**src/cc_port_cfg.svh**
```systemverilog
// Purpose: offsets, field positions and reset values of the line control bank
// Assumes: 32-bit APB, byte addresses, one word per register
// Notes: included by the bank module only
`ifndef CC_PORT_CFG_SVH
`define CC_PORT_CFG_SVH

`define ADDR_W 8
`define OFS_STATUS 8'h08
`define OFS_PORT 8'h0C
`define OFS_REF_ENABLE 8'h14

`define CNT_W 9
`define CNT_RSV_W 7
`define CNT_LSB 16
`define CNT_MSB 31
`define STATUS_LOW_W 16

`define LINE1_LSB 0
`define LINE2_LSB 16
`define LINE3_LSB 24
`define PORT_RSV_W 8
`define BYTE_W 8

`define CE_BIT 7
`define SEL_MSB 6
`define SEL_LSB 5
`define LVE_BIT 4
`define PU_MSB 3
`define PU_LSB 2
`define PD_BIT 1
`define RES_BIT 0

`define CTRL_RESET 7'h01
`define RESULT_RESET 1'h1
`define REF1_BIT 0
`define REF2_BIT 1
`define REF_RESET 2'h0
`define REF_RSV_W 30
`define ZERO_WORD 32'h0000_0000

`endif

```
**src/cc_port_pkg.sv**
```systemverilog
// Purpose: types shared by the line control bank
// Assumes: nothing beyond the configuration header
// Notes: field order of line_ctrl_t matches the control byte bits 7..1
package cc_port_pkg;

    typedef enum logic [1:0] {
        REF_0V55 = 2'h0,
        REF_0V22 = 2'h1,
        REF_0V66 = 2'h2,
        REF_1V23 = 2'h3
    } ref_level_t;

    typedef enum logic [1:0] {
        PULLUP_OFF = 2'h0,
        PULLUP_330UA = 2'h1,
        PULLUP_180UA = 2'h2,
        PULLUP_80UA = 2'h3
    } pullup_t;

    typedef struct packed {
        logic comparator_enable;
        ref_level_t reference_select;
        logic low_drive_enable;
        pullup_t pullup_current;
        logic sink_resistor_enable;
    } line_ctrl_t;

endpackage

```
**src/cc_port_control_bank.sv**
```systemverilog
// Purpose: APB register bank for the three configuration-channel line controls
// Assumes: analog front end inputs are synchronous to pclk
// Notes: zero-wait slave, prdata and pslverr are loaded in the setup cycle
// Summary of operation
// - read-only 9-bit byte count, bits 15:9 zero, resets to zero
// - byte count appears in bits 31:16 of the status word at 0x08
// - port word at 0x0C holds line one, two, three bytes; 15:8 reserved
// - comparator enable low keeps comparator off and forces result to one
// - reference selector bits 6:5 pick 0.55, 0.22, 0.66 or 1.23 volts
// - drive-level bit 4 selects normal or reduced low-voltage output drive
// - pull-up field bits 3:2 selects off, 330, 180 or 80 microamps
// - sink resistor bit 1 connects the 5.1 kilohm pull-down, resets to one
// - result bit 0 reads line level against reference, resets to one
// - line two byte mirrors line one layout on its own line
// - line three comparator behaves as line one, result one when disabled
`timescale 1ns/10ps
`include "cc_port_cfg.svh"

module cc_port_control_bank
    import cc_port_pkg::*;
#(
    parameter int LINES = 3
) (
    input wire logic pclk,
    input wire logic presetn,
    input wire logic psel,
    input wire logic penable,
    input wire logic pwrite,
    input wire logic [`ADDR_W-1:0] paddr,
    input wire logic [31:0] pwdata,
    output logic [31:0] prdata,
    output logic pready,
    output logic pslverr,
    input wire logic [`CNT_W-1:0] phy_byte_count,
    input wire logic [`STATUS_LOW_W-1:0] phy_status_low,
    input wire logic line1_comparator_raw,
    input wire logic line2_comparator_raw,
    input wire logic line3_comparator_raw,
    output logic line1_comparator_enable,
    output ref_level_t line1_reference_select,
    output logic line1_low_drive_enable,
    output pullup_t line1_pullup_current,
    output logic line1_sink_resistor_enable,
    output logic line2_comparator_enable,
    output ref_level_t line2_reference_select,
    output logic line2_low_drive_enable,
    output pullup_t line2_pullup_current,
    output logic line2_sink_resistor_enable,
    output logic line3_comparator_enable,
    output ref_level_t line3_reference_select,
    output logic line3_low_drive_enable,
    output pullup_t line3_pullup_current,
    output logic line3_sink_resistor_enable
);

////////////////////////////////////////////////////////////////////////////////
// bus decode

    logic setup_phase;
    logic access_write;
    logic hit_status;
    logic hit_port;
    logic hit_ref;
    logic hit_any;

    assign setup_phase = psel && !penable;
    assign access_write = psel && penable && pwrite;
    assign hit_status = (paddr == `OFS_STATUS);
    assign hit_port = (paddr == `OFS_PORT);
    assign hit_ref = (paddr == `OFS_REF_ENABLE);
    assign hit_any = hit_status || hit_port || hit_ref;
    // no wait states: every register answers in the access cycle
    assign pready = 1'b1;

////////////////////////////////////////////////////////////////////////////////
// byte counter and reference enables

    logic [`CNT_W-1:0] byte_count;
    logic [1:0] reference_enable;
    logic line1_reference_enable;
    logic line2_reference_enable;

    // sampled every cycle so the read word is never torn mid-access
    always_ff @(posedge pclk or negedge presetn) begin
        if (!presetn) begin
            byte_count <= '0;
        end else begin
            byte_count <= phy_byte_count;
        end
    end

    always_ff @(posedge pclk or negedge presetn) begin
        if (!presetn) begin
            reference_enable <= `REF_RESET;
        end else if (access_write && hit_ref) begin
            reference_enable <= {pwdata[`REF2_BIT], pwdata[`REF1_BIT]};
        end
    end

    assign line1_reference_enable = reference_enable[`REF1_BIT];
    assign line2_reference_enable = reference_enable[`REF2_BIT];

////////////////////////////////////////////////////////////////////////////////
// per-line control bytes

    line_ctrl_t ctrl [LINES];
    logic [LINES-1:0] result;
    logic [LINES-1:0] raw;
    logic [LINES-1:0] pullup_gate;
    pullup_t pullup_out [LINES];
    logic [LINES*`BYTE_W-1:0] line_byte;

    assign raw = {line3_comparator_raw, line2_comparator_raw, line1_comparator_raw};
    // line three has no reference enable of its own and borrows line two's
    assign pullup_gate = {line2_reference_enable, line2_reference_enable,
        line1_reference_enable};

    genvar g;
    generate
        for (g = 0; g < LINES; g++) begin : gen_line
            localparam int LSB = (g == 0) ? `LINE1_LSB :
                (g == 1) ? `LINE2_LSB : `LINE3_LSB;

            // result bit in pwdata is dropped: read-only
            always_ff @(posedge pclk or negedge presetn) begin
                if (!presetn) begin
                    ctrl[g] <= line_ctrl_t'(`CTRL_RESET);
                end else if (access_write && hit_port) begin
                    ctrl[g] <= line_ctrl_t'(pwdata[LSB+`CE_BIT:LSB+`PD_BIT]);
                end
            end

            // a disabled comparator reads as above reference
            always_ff @(posedge pclk or negedge presetn) begin
                if (!presetn) begin
                    result[g] <= `RESULT_RESET;
                end else if (!ctrl[g].comparator_enable) begin
                    result[g] <= 1'b1;
                end else begin
                    result[g] <= raw[g];
                end
            end

            // pull-up only reaches the pad with its reference switched on
            assign pullup_out[g] = pullup_gate[g] ? ctrl[g].pullup_current
                : PULLUP_OFF;
            assign line_byte[g*`BYTE_W +: `BYTE_W] = {ctrl[g], result[g]};
        end
    endgenerate

////////////////////////////////////////////////////////////////////////////////
// analog front end controls

    assign line1_comparator_enable = ctrl[0].comparator_enable;
    assign line1_reference_select = ctrl[0].reference_select;
    assign line1_low_drive_enable = ctrl[0].low_drive_enable;
    assign line1_pullup_current = pullup_out[0];
    assign line1_sink_resistor_enable = ctrl[0].sink_resistor_enable;
    assign line2_comparator_enable = ctrl[1].comparator_enable;
    assign line2_reference_select = ctrl[1].reference_select;
    assign line2_low_drive_enable = ctrl[1].low_drive_enable;
    assign line2_pullup_current = pullup_out[1];
    assign line2_sink_resistor_enable = ctrl[1].sink_resistor_enable;
    assign line3_comparator_enable = ctrl[2].comparator_enable;
    assign line3_reference_select = ctrl[2].reference_select;
    assign line3_low_drive_enable = ctrl[2].low_drive_enable;
    assign line3_pullup_current = pullup_out[2];
    assign line3_sink_resistor_enable = ctrl[2].sink_resistor_enable;

////////////////////////////////////////////////////////////////////////////////
// read data

    logic [31:0] next_prdata;

    always_comb begin
        next_prdata = `ZERO_WORD;
        if (hit_status) begin
            next_prdata = {{`CNT_RSV_W{1'b0}}, byte_count, phy_status_low};
        end else if (hit_port) begin
            next_prdata = {line_byte[2*`BYTE_W +: `BYTE_W], line_byte[`BYTE_W +: `BYTE_W],
                {`PORT_RSV_W{1'b0}}, line_byte[0 +: `BYTE_W]};
        end else if (hit_ref) begin
            next_prdata = {{`REF_RSV_W{1'b0}}, reference_enable};
        end
    end

    // loaded in setup so the access cycle already shows the answer
    always_ff @(posedge pclk or negedge presetn) begin
        if (!presetn) begin
            prdata <= `ZERO_WORD;
        end else if (setup_phase && !pwrite) begin
            prdata <= next_prdata;
        end
    end

    always_ff @(posedge pclk or negedge presetn) begin
        if (!presetn) begin
            pslverr <= 1'b0;
        end else if (setup_phase) begin
            pslverr <= !hit_any;
        end else if (!psel) begin
            pslverr <= 1'b0;
        end
    end
endmodule

```
**config.mk**
```make
export PLATFORM = sky130hd
export DESIGN_NAME = cc_port_control_bank
export DESIGN_NICKNAME = d
export VERILOG_FILES = /design/src/cc_port_pkg.sv /design/src/cc_port_control_bank.sv
export VERILOG_INCLUDE_DIRS = /design/src
export SDC_FILE = /design/constraint.sdc
export NUM_CORES = 1
export LEC_CHECK = 0
export ABC_AREA = 1
export BUFFER_PORTS_ARGS = -buffer_cell sky130_fd_sc_hd__buf_2
export CORE_MARGIN = 4
export CORE_UTILIZATION = 51
export CTS_CLUSTER_DIAMETER = 30
export DETAILED_ROUTE_END_ITERATION = 10
export PLACE_DENSITY_LB_ADDON = 0.25
export REMOVE_ABC_BUFFERS = 1
export SETUP_SLACK_MARGIN = 0.2
export SYNTH_ARGS = -nofsm -noshare
export SYNTH_HDL_FRONTEND = slang
export SYNTH_SLANG_ARGS = --single-unit
```
**constraint.sdc**
```tcl
create_clock -name pclk -period 2.8 [get_ports pclk]
set_clock_uncertainty 0.15 [all_clocks]
set_input_delay 0.84 -clock pclk [delete_from_list [all_inputs] [get_ports pclk]]
set_output_delay 0.84 -clock pclk [all_outputs]
set_load 0.01 [all_outputs]
```
==> Yosys cells after proc, flatten, opt, wreduce, memory -nomap -nowiden <==
Index checks and enable logic that the tools add are counted.
{ "op_classes": {"n_reduce_logical": 11, "n_div": 0, "add_sub_neg": 0, "muxes": 11, "eq_ne": 4, "n_bitwise": 0, "magnitude_cmp": 0, "shift": 0, "n_mul": 0} }
{ "ops": {"columns": ["operator", "n"], "rows": [
  ["$mux 32", 2],
  ["$eq 8x4->1 const B", 2],
  ["$eq 8x5->1 const B", 1],
  ["$mux 2", 4],
  ["$logic_and 1x1->1", 6],
  ["$mux 1", 5],
  ["$logic_not 1->1", 3],
  ["$logic_or 1x1->1", 2],
  ["$ne 2x1->1 const B", 1]
]} }
{ "word_totals": {"romBits": 0, "output_inout_bits": 55, "memories": 0, "reg_bits": 68, "latch_bits": 0, "wordCells": 48, "ramBits": 0, "inputBits": 73} }

==> Logic depth before layout (Yosys ltp) <==
Gate-level depths: netlist of run 1.
{ "depth": {"ltp_word": 5, "ltp_mapped": 9, "depth_no_buf": 8} }

==> Worst setup path before layout of run 1 <==
OpenSTA, ideal clock, no wires.
{ "synth_timing": {"path_type": "in2reg", "from": "input port paddr[1]", "to": "register ctrl[1] (netlist name)", "cell_stages": 7, "setup_ps": 120, "arrival_ps": 1562, "n_path_buf": 1, "slack_ps": 969, "path_cell_list": "nor2_2 > nand2_2 > clkinv_2 > nand3_4 > buf_6 > nor2_1 > a21oi_2"} }
{ "synth_via": {"elab_chain_cells": 2} }
{ "synth_rtl": {"columns": ["item", "line_no", "text"], "rows": [
  ["from (decl)", "cc_port_control_bank.sv:29", "input wire logic [`ADDR_W-1:0] paddr,"],
  ["$eq 8x4->1 (no line)", null, null],
  ["$logic_and 1x1->1", "cc_port_control_bank.sv:128", "end else if (access_write && hit_port) begin"],
  ["to (signal, indexed assignment)", "cc_port_control_bank.sv:127", "ctrl[g] <= line_ctrl_t'(`CTRL_RESET);"],
  ["to (signal, indexed assignment)", "cc_port_control_bank.sv:129", "ctrl[g] <= line_ctrl_t'(pwdata[LSB+`CE_BIT:LSB+`PD_BIT]);"],
  ["to (decl)", "cc_port_control_bank.sv:106", "line_ctrl_t ctrl [LINES];"]
]} }
No other way between the ends.
A chain may end at the register's enable or synchronous reset.

==> Worst setup path after layout of run 1 <==
{ "layout_timing": {"from": "register reference_enable[1]", "to": "output port line3_pullup_current[1]"} }
{ "layout_via": {"elab_chain_cells": 1} }
{ "layout_rtl": {"columns": ["item", "line_no", "text"], "rows": [
  ["from (decl)", "cc_port_control_bank.sv:79", "logic [1:0] reference_enable;"],
  ["from (signal assigned)", "cc_port_control_bank.sv:94", "reference_enable <= `REF_RESET;"],
  ["from (signal assigned)", "cc_port_control_bank.sv:96", "reference_enable <= {pwdata[`REF2_BIT], pwdata[`REF1_BIT]};"],
  ["$mux 2", "cc_port_control_bank.sv:145", "assign pullup_out[g] = pullup_gate[g] ? ctrl[g].pullup_current"],
  ["to (decl)", "cc_port_control_bank.sv:52", "output pullup_t line3_pullup_current,"]
]} }
No other way between the ends.

==> qor.yml, run 1 <==
ys_types: 24
p_seq_share_pct: 52.3
cts.htree.levels: 3
antenna_cells: 0
cp.arrival_ns: 1.07
dpl_cell_area_um2: 3630
port_buffers: 116
syn_area_um2: 3070
worstHoldPathType: "reg -> reg"
p_sw_uw: 443
drc: 0
post-dp-hpwl_um: 4760
cts_hold_buf: 0
fmax_ghz: 0.486
die_x_um: 85.6
path_max_fanout: 6
maxSlewHeadroom_pct: 45.2
drv_cap: 0
cpPeakStageDelay_ns: 0.48
ys_seq_elements: 68
syn_avg_cell_area_um2: 9.04
clk_latency_ns: 0.32
final_cells: 530
finalHoldViolations: 0
layout-drive-gt1-share_pct: 41.1
area_delta_synth_final_pct: 24.6
vias_per_cell: 4.76
place.gp.congestion: 0.772
wl_met3_um: 467
path_cells: "nand2_1 > inv_1 > buf_2"
fin_area_um2: 3830
grt_pass1_wl_um: 10900
nets: 523
top_layer: "met4"
cpMaxStageDelayCell: "dfrtp_1"
slew_viol_final: 0
first_global_vias: 2467
overflow: 0
syn-instance-count: 340
netSwitchingFraction_pct: 23.0
setup_viol: 0
finalCritPeriodShare_pct: 73.5
wl_met1_um: 2890
worstMarginPinSlew_ns: 0.822
core_um2: 5890
vdd_drop_max_uv: 360
die_h_um: 85.6
yosys-top-cells-area: "dfrtp_1 50%, nand2_1 14%, dfstp_2 5.1%, a21oi_2 4.6%, inv_1 4.2%"
postRouteAntennaNets: 0
wl_per_cell_um: 13.1
yosysWarnings: 0
ys_seq_area_share_pct: 55.6
cts_buffers: 9
grt.total_usage_pct: 19.0
tns_ns: 0
tritoncts: "built"
cts_setup_buffers: 0
cp-start-kind: "flip-flop"
leakagePower_uw: 0.00222
dp_cells: 514
clock_path_buffers: 2
whs_ns: 0.326
clock-sinks: 68
critPathBufInv: 2
rsz0062_at_grt: "no"
required_ns: 1.81
status: "finished clean"
cp_top_family: "flip-flops"
wl_met2_um: 3460
cts_resized: 0
p_int_uw: 1480
crit_path_end_kind: "output port"
fp.dieArea_um2: 7330
drt_iter0_drc: 75
totalWireLength_um: 6930
antenna_found_initial: 0
cts-root-buf: "clkbuf_8"
yosys.area.top_type_share_pct: 50.5
drtPass1Iterations: 4
final_cell_mix: "115 x nand2_1, 115 x buf_2, 62 x dfrtp_1"
power.density_nw_per_um2: 503
path_clk_slew_ns: 0.07
num_rows: 28
clock_power_share_pct: 41.3
grt_max_degree: 69
synth.largest_area_cell: "dfrtp_1"
fin_crit_ns: 2.06
vias: 2522
crit_type: "reg -> out"
start_util_pct: 52.2
ios: 128
p_comb_share_pct: 6.4
-- registers in the layout (all words and copies together) (netlist names), 2 cells and up --
name,cells
prdata,32
byte_count,9
ctrl,6
line_byte,3
line1_reference_select,2
line2_reference_select,2
line3_reference_select,2
reference_enable,2
-- worst min-delay path, stage by stage, from the launching register on --
cell	delay, ns
dfrtp_1	0.34
nand2_1	0.05
nand2_1	0.05
-- per-layer routing --
metal,track usage [%],vias up
li1,-,1267
met1,23.1,1163
met2,33.1,81
met3,3.65,11
met4,8.06,0
met5,0,-
-- path summary, 6_finish.rpt --
path	startpoint	slack [ns]	end	cells past startpoint
setup / recovery	reference_enable[1]$_DFFE_PN0P_	0.74	line3_pullup_current[1]	3
hold / removal	prdata[24]$_DFFE_PN0P_	0.33	prdata[24]$_DFFE_PN0P_	2
setup reg to reg	line2_sink_resistor_enable$_DFFE_PN1P_	1.72	prdata[17]$_DFFE_PN0P_	4
hold reg to reg	prdata[24]$_DFFE_PN0P_	0.33	prdata[24]$_DFFE_PN0P_	2
max in group asynchronous	presetn	1.51	line1_comparator_enable$_DFFE_PN0P_	1
min in group asynchronous	presetn	0.45	prdata[5]$_DFFE_PN0P_	1
-- Yosys cell counts --
cell	number
nand2_1	115
dfrtp_1	62
inv_1	34
o21ai_1	22
nand3_1	20
a21oi_2	16
nor2_2	13
nor2_1	9
buf_4	8
buf_6	7
buf_2	6
dfstp_2	6
nand2_2	3
o21ai_0	3
o31ai_2	3
or2_2	3
a21oi_1	2
inv_2	2
clkinv_2	1
conb_1	1
nand3_4	1
nand4_1	1
nor2_4	1
nor2_8	1
-- cells by family after synthesis --
| group | Yosys count | share of synthesized area, % |
|---|---|---|
| and+or+nand+nor | 167 | 24.1 |
| DFF | 68 | 55.6 |
| buffers and inverters | 58 | 10.1 |
| AOI/OAI and AO/OA | 46 | 10.2 |
| other | 1 | 0.122 |
-- power by group through the flow --
stage | combinational [µW] | clock [µW] | sequential [µW]
after floorplan | 38.2 | 0 | 1030
after global placement | 123 | 0 | 1030
after detailed placement | 126 | 0 | 1030
after CTS | 126 | 822 | 1010
after global routing | 139 | 863 | 1010
final | 124 | 795 | 1010
-- stage by stage --
stage                     power (µW)  setup slack (ns)  util [%]
after floorplan                 1070             0.210         -
after global placement          1150             0.448      61.7
after detailed placement        1150             0.420      61.7
after CTS                       1960             0.723      65.1
after global routing            2010             0.676      65.1
final                           1930             0.741      65.1
-- layout make-up --
class,count,area (µm²)
clock buffers,10,138
clock inverters,6,63.8
fillers,550,2050
inverters,37,140
multi-input cells,214,1060
flip-flops and latches,68,1710
well taps,75,93.8
repair buffers,120,626
Note: power is estimated with default switching activity, not from simulation.
==> run 2, diff against run 1 <==
--- a/config.mk
+++ b/config.mk
@@ -6,10 +6,10 @@
 export SDC_FILE = /design/constraint.sdc
 export NUM_CORES = 1
 export LEC_CHECK = 0
-export ABC_AREA = 1
+export ABC_AREA = 0
 export BUFFER_PORTS_ARGS = -buffer_cell sky130_fd_sc_hd__buf_2
 export CORE_MARGIN = 4
-export CORE_UTILIZATION = 51
+export CORE_UTILIZATION = 46
 export CTS_CLUSTER_DIAMETER = 30
 export DETAILED_ROUTE_END_ITERATION = 10
 export PLACE_DENSITY_LB_ADDON = 0.25
==> constraint.sdc (replaced) <==
create_clock -name pclk -period 2.1 [get_ports pclk]
set_clock_uncertainty 0.15 [all_clocks]
set_input_delay 0.63 -clock pclk [delete_from_list [all_inputs] [get_ports pclk]]
set_output_delay 0.63 -clock pclk [all_outputs]
set_load 0.01 [all_outputs]
==> run 2 against run 1 <==
Net effect:
- routed wire length increased by 3.6%
- critical path depth grew 1
- setup slack lost 0.73 ns
- cell count down 23%
- first-iteration DRC count up 8.0%
- combinational power is 32% higher
==> qor.yml, run 2 <==
status: "finished clean"
port_buffers: 116
p_int_uw: 2080
ys_seq_area_share_pct: 63.2
yosysMostFrequentCell: "dfrtp_1"
synth.largest_area_cell: "dfrtp_1"
fmax_ghz: 0.479
synth_flop_cell: "dfrtp_1"
place.gp.congestion: 0.764
required_ns: 2.17
final_cells: 407
fp.dieArea_um2: 7170
synthArstFlopShare_pct: 100
top_register: "prdata"
path_clk_slew_ns: 0.07
yosys.area.top_type_share_pct: 57.4
cts-root-buf: "clkbuf_8"
cts.htree.levels: 3
cp-start-kind: "input port"
cp_top_family: "simple AND/OR/NAND/NOR gates"
totalWireLength_um: 7180
utilization_pct: 70.3
vias_per_cell: 5.16
vdd_drop_max_uv: 503
reg2reg_depth: 3
path_cells: "buf_6 > or4_4 > or4_4 > mux2_4"
finalCritPeriodShare_pct: 99.4
setup_viol: 0
yosys-top-cells-area: "dfrtp_1 57%, mux2_2 8.3%, dfstp_2 5.8%, a221o_1 5.6%, a22o_1 4.9%"
rsz0062_at_grt: "yes"
crit_type: "in -> reg"
fillers: 437
cp.arrival_ns: 2.15
overflow: 0
clock_path_buffers: 2
grt.total_usage_pct: 20.8
final_cell_mix: "115 x buf_2, 62 x dfrtp_1, 23 x mux2_4"
cpPeakStageDelay_ns: 0.57
p_seq_share_pct: 50.3
crit_top_cell: "or4_4"
crit_path_end_kind: "flip-flop"
whs_ns: 0.145
num_rows: 27
slew_viol_final: 0
antenna_cells: 0
drc: 0
ys_types: 31
yosysWarnings: 0
die_x_um: 84.7
dp_cells: 382
worstReg2RegEnd: "prdata[1]$_DFFE_PN0P_"
finalHoldViolations: 0
cts_hold_buf: 0
cp.depth: 4
power.density_nw_per_um2: 674
synth-edff-count: 0
postRouteAntennaNets: 0
syn-instance-count: 189
wl_per_cell_um: 17.6
ys_seq_elements: 68
ios: 128
worstHoldPathType: "in -> async"
layout-drive-gt1-share_pct: 59.4
critPathBufInv: 1
r2r_slack_ns: 0.82
fin_crit_ns: 2.09
core_um2: 5610
grt_pass1_wl_um: 11600
p_comb_share_pct: 6.2
p_sw_uw: 580
r2r_start: "line1_sink_resistor_enable$_DFFE_PN1P_"
antenna_found_initial: 0
drv_cap: 0
clock_power_share_pct: 43.5
clock-sinks: 68
layout_commonest_cell: "buf_2"
grt_max_degree: 69
clk_latency_ns: 0.33
tritoncts: "built"
first_global_vias: 2252
die_h_um: 84.7
ys_top_cells_by_count: "62 x dfrtp_1, 20 x mux2_2, 15 x a221o_1, 15 x a22o_1, 15 x and2_0"
netSwitchingFraction_pct: 21.8
post-dp-hpwl_um: 4750
vias: 2101
largest_reg_flops: 32
top_regs: "prdata (32), byte_count (9), ctrl (6)"
leakagePower_uw: 0.00214
syn_area_um2: 2700
syn_avg_cell_area_um2: 14.3
start_util_pct: 48.2
cts_buffers: 9
drt_iter0_drc: 81
drtPass1Iterations: 4
path_max_fanout: 4
cpMaxStageDelayCell: "or4_4"
nets: 404
area_delta_synth_final_pct: 45.9
==> run 2: power groups by stage <==
stage | clock network [µW] | logic, µW | registers, µW
6_report | 1160 | 164 | 1340
5_1_grt | 1250 | 183 | 1340
4_1_cts | 1180 | 167 | 1340
3_5_place_dp | 0 | 157 | 1360
3_3_place_gp | 0 | 154 | 1360
2_1_floorplan | 0 | 28.5 | 1370
==> run 2: logic make-up (layout without fill, tap and decap cells) <==
kind of cell           Yosys count  count (layout)  synth area share [%]
buffers and inverters           17             163                  3.61
AOI/OAI and AO/OA               35              35                  12.0
and+or+nand+nor                 45              45                  11.2
other                            1               1                 0.139
DFF                             68              68                  63.2
muxes                           23              23                  9.86
==> run 2: worst register-to-register path, cell delays in order (launching register included) <==
cell      delay (ns)
dfstp_2         0.55
nand2b_1        0.10
a22oi_1         0.06
o41ai_1         0.32
==> run 2: worst max-delay path by stage <==
stage / startpoint / to / slack, ns
final: paddr[1] / reference_enable[1]$_DFFE_PN0P_ / 0.01
after floorplan: penable / prdata[16]$_DFFE_PN0P_ / -1.03
after detailed placement: paddr[1] / reference_enable[0]$_DFFE_PN0P_ / -0.34
after global placement: paddr[1] / reference_enable[1]$_DFFE_PN0P_ / -0.33
after global routing: paddr[1] / reference_enable[0]$_DFFE_PN0P_ / 0.01
after CTS: paddr[1] / reference_enable[0]$_DFFE_PN0P_ / 0.03
==> run 2: layer usage <==
metal  GRT usage, %  routed length, µm  vias up
met3           4.61                517        6
met1           27.2               3040     1036
met4           7.63                 76        0
met2           34.0               3540       89
li1               -                  -      970
met5              0                  0        -
==> run 2: final cells by class <==
type / count / area, µm² / share of cell area (%)
Clock buffer: 9 / 124 / 3.14
Sequential cell: 68 / 1710 / 43.3
Tap cell: 72 / 90.1 / 2.28
Multi-Input combinational cell: 104 / 1000 / 25.4
Timing Repair Buffer: 148 / 928 / 23.5
Clock inverter: 6 / 90.1 / 2.28
==> run 2: through the flow <==
step / worst slack (ns) / area, µm² / power [µW] / TNS (ns)
after floorplan: -1.03 / 2610 / 1390 / -41.47
after detailed placement: -0.337 / 3480 / 1520 / -11.98
final: 0.0132 / 3950 / 2660 / 0
after global routing: 0.0133 / 3950 / 2770 / 0
after CTS: 0.0276 / 3930 / 2690 / 0
after global placement: -0.328 / 3480 / 1520 / -10.70
==> run 2: what timing repair did <==
item | CTS | global route
cloned | 5 | 0
pin swaps | 3 | 0
resized for setup | 39 | 5
endpoints found under the setup margin | 52 | 47
buffers inserted | 5 | 0
==> run 3, diff against run 2 <==
==> constraint.sdc (replaced) <==
create_clock -name pclk -period 2.1 [get_ports pclk]
set_clock_uncertainty 0.15 [all_clocks]
set_input_delay 0.42 -clock pclk [delete_from_list [all_inputs] [get_ports pclk]]
set_output_delay 0.42 -clock pclk [all_outputs]
set_load 0.01 [all_outputs]
==> run 3 against run 2 <==
Net effect:
- clock power fell by 4%
- worst hold slack got worse by 0.11 ns
- core utilization fell by 5.1 points
- largest power group unchanged
- non-clock buffer count fell by 16
==> qor.yml, run 3 (synthesis results as in run 2) <==
cts_buffers: 9
core_um2: 5610
cts-root-buf: "clkbuf_8"
fp.dieArea_um2: 7170
layout_commonest_cell: "buf_2"
start_util_pct: 48.2
hold_path_end: "byte_count[4]$_DFF_PN0_"
drv_cap: 0
clk_latency_ns: 0.34
port_buffers: 116
cts_setup_buffers: 0
area_delta_synth_final_pct: 35.3
final_cell_mix: "116 x buf_2, 62 x dfrtp_1, 20 x mux2_2"
r2r_slack_ns: 0.83
grt_max_degree: 69
worstReg2RegEnd: "prdata[1]$_DFFE_PN0P_"
place.gp.congestion: 0.778
tritoncts: "built"
reg2reg_depth: 3
ios: 128
crit_top_cell: "or4_4"
cpPeakStageDelay_ns: 0.57
fillers: 463
num_rows: 27
vdd_drop_max_uv: 463
critPathBufInv: 1
vias_per_cell: 5.17
status: "finished clean"
clock-sinks: 68
die_x_um: 84.7
path_cells: "buf_2 > or4_4 > or4_4 > mux2_4"
grt.total_usage_pct: 18.3
drtPass1Iterations: 4
top_regs: "prdata (32), byte_count (9), ctrl (6)"
p_sw_uw: 574
p_comb_share_pct: 5.7
clock_power_share_pct: 42.7
layout-drive-gt1-share_pct: 56.3
cp_top_family: "simple AND/OR/NAND/NOR gates"
totalPowerFinal_uw: 2590
hp-start: "phy_byte_count[4]"
cp.arrival_ns: 1.95
antenna_found_initial: 0
slew_viol_final: 0
totalWireLength_um: 6330
finalHoldViolations: 0
finalCritPeriodShare_pct: 89.5
cpMaxStageDelayCell: "or4_4"
crit_type: "in -> reg"
hold_path_depth: 1
netSwitchingFraction_pct: 22.1
vias: 2025
whs_ns: 0.0365
antenna_cells: 0
postRouteAntennaNets: 0
fin_crit_ns: 1.88
drt_iter0_drc: 77
cts.htree.levels: 3
crit_path_end_kind: "flip-flop"
fmax_ghz: 0.532
rsz0062_at_grt: "no"
drc: 0
nets: 388
path_clk_slew_ns: 0.07
grt_pass1_wl_um: 10100
path_max_fanout: 4
clock_path_buffers: 2
setup_viol: 0
top_register: "prdata"
worstHoldPathType: "in -> reg"
post-dp-hpwl_um: 4510
leakagePower_uw: 0.00200
overflow: 0
power.density_nw_per_um2: 709
p_seq_share_pct: 51.6
largest_reg_flops: 32
utilization_pct: 65.2
tns_ns: 0
p_int_uw: 2020
wl_per_cell_um: 16.1
r2r_start: "line1_sink_resistor_enable$_DFFE_PN1P_"
first_global_vias: 2044
die_h_um: 84.7
required_ns: 2.17
cp-start-kind: "input port"
[run 3: routing by layer]
metal  part of all wire, %  routed length, µm  up-vias  global-route usage [%]
met1                    42               2680     1002                    22.5
met3                   7.5                472        8                    7.75
li1                      -                  -      940                       -
met2                    49               3080       75                    29.6
met4                   1.5                 98        0                    5.47
met5                     0                  0        -                       0
[run 3: worst max-delay path by stage]
stage | from | end | slack [ns] | depth (start not counted)
after CTS | paddr[1] | reference_enable[1]$_DFFE_PN0P_ | 0.24 | 4
after detailed placement | paddr[1] | reference_enable[0]$_DFFE_PN0P_ | -0.13 | 4
final | paddr[1] | reference_enable[1]$_DFFE_PN0P_ | 0.22 | 4
after floorplan | penable | prdata[16]$_DFFE_PN0P_ | -0.82 | 3
after global placement | paddr[1] | reference_enable[1]$_DFFE_PN0P_ | -0.12 | 4
after global routing | paddr[1] | reference_enable[0]$_DFFE_PN0P_ | 0.23 | 4
[run 3: final cells by class]
class                           instances  area [µm²]  share of cell area (%)
Clock buffer                           11         151                    4.14
Timing Repair Buffer                  132         733                    20.0
Sequential cell                        68        1710                    46.7
Multi-Input combinational cell        104         915                    25.0
Tap cell                               72        90.1                    2.46
Clock inverter                          5        58.8                    1.61
[run 3: repair_timing]
action	4_1_cts	5_1_grt
hold endpoints to repair	62	2
hold buffers	1	2
gates resized for setup	0	0
[run 3: power by group through the flow]
stage / clock network, µW / registers, µW / logic, µW
6_report: 1110 / 1340 / 148
5_1_grt: 1200 / 1340 / 166
4_1_cts: 1150 / 1340 / 148
3_5_place_dp: 0 / 1360 / 146
3_3_place_gp: 0 / 1360 / 144
2_1_floorplan: 0 / 1370 / 28.5
[run 3: through the flow]
stage	setup slack (ns)	std cells	cell area, µm²
after CTS	0.240	390	3640
after detailed placement	-0.125	373	3420
after global placement	-0.119	373	3420
after floorplan	-0.824	172	2610
final	0.221	392	3660
after global routing	0.227	392	3660
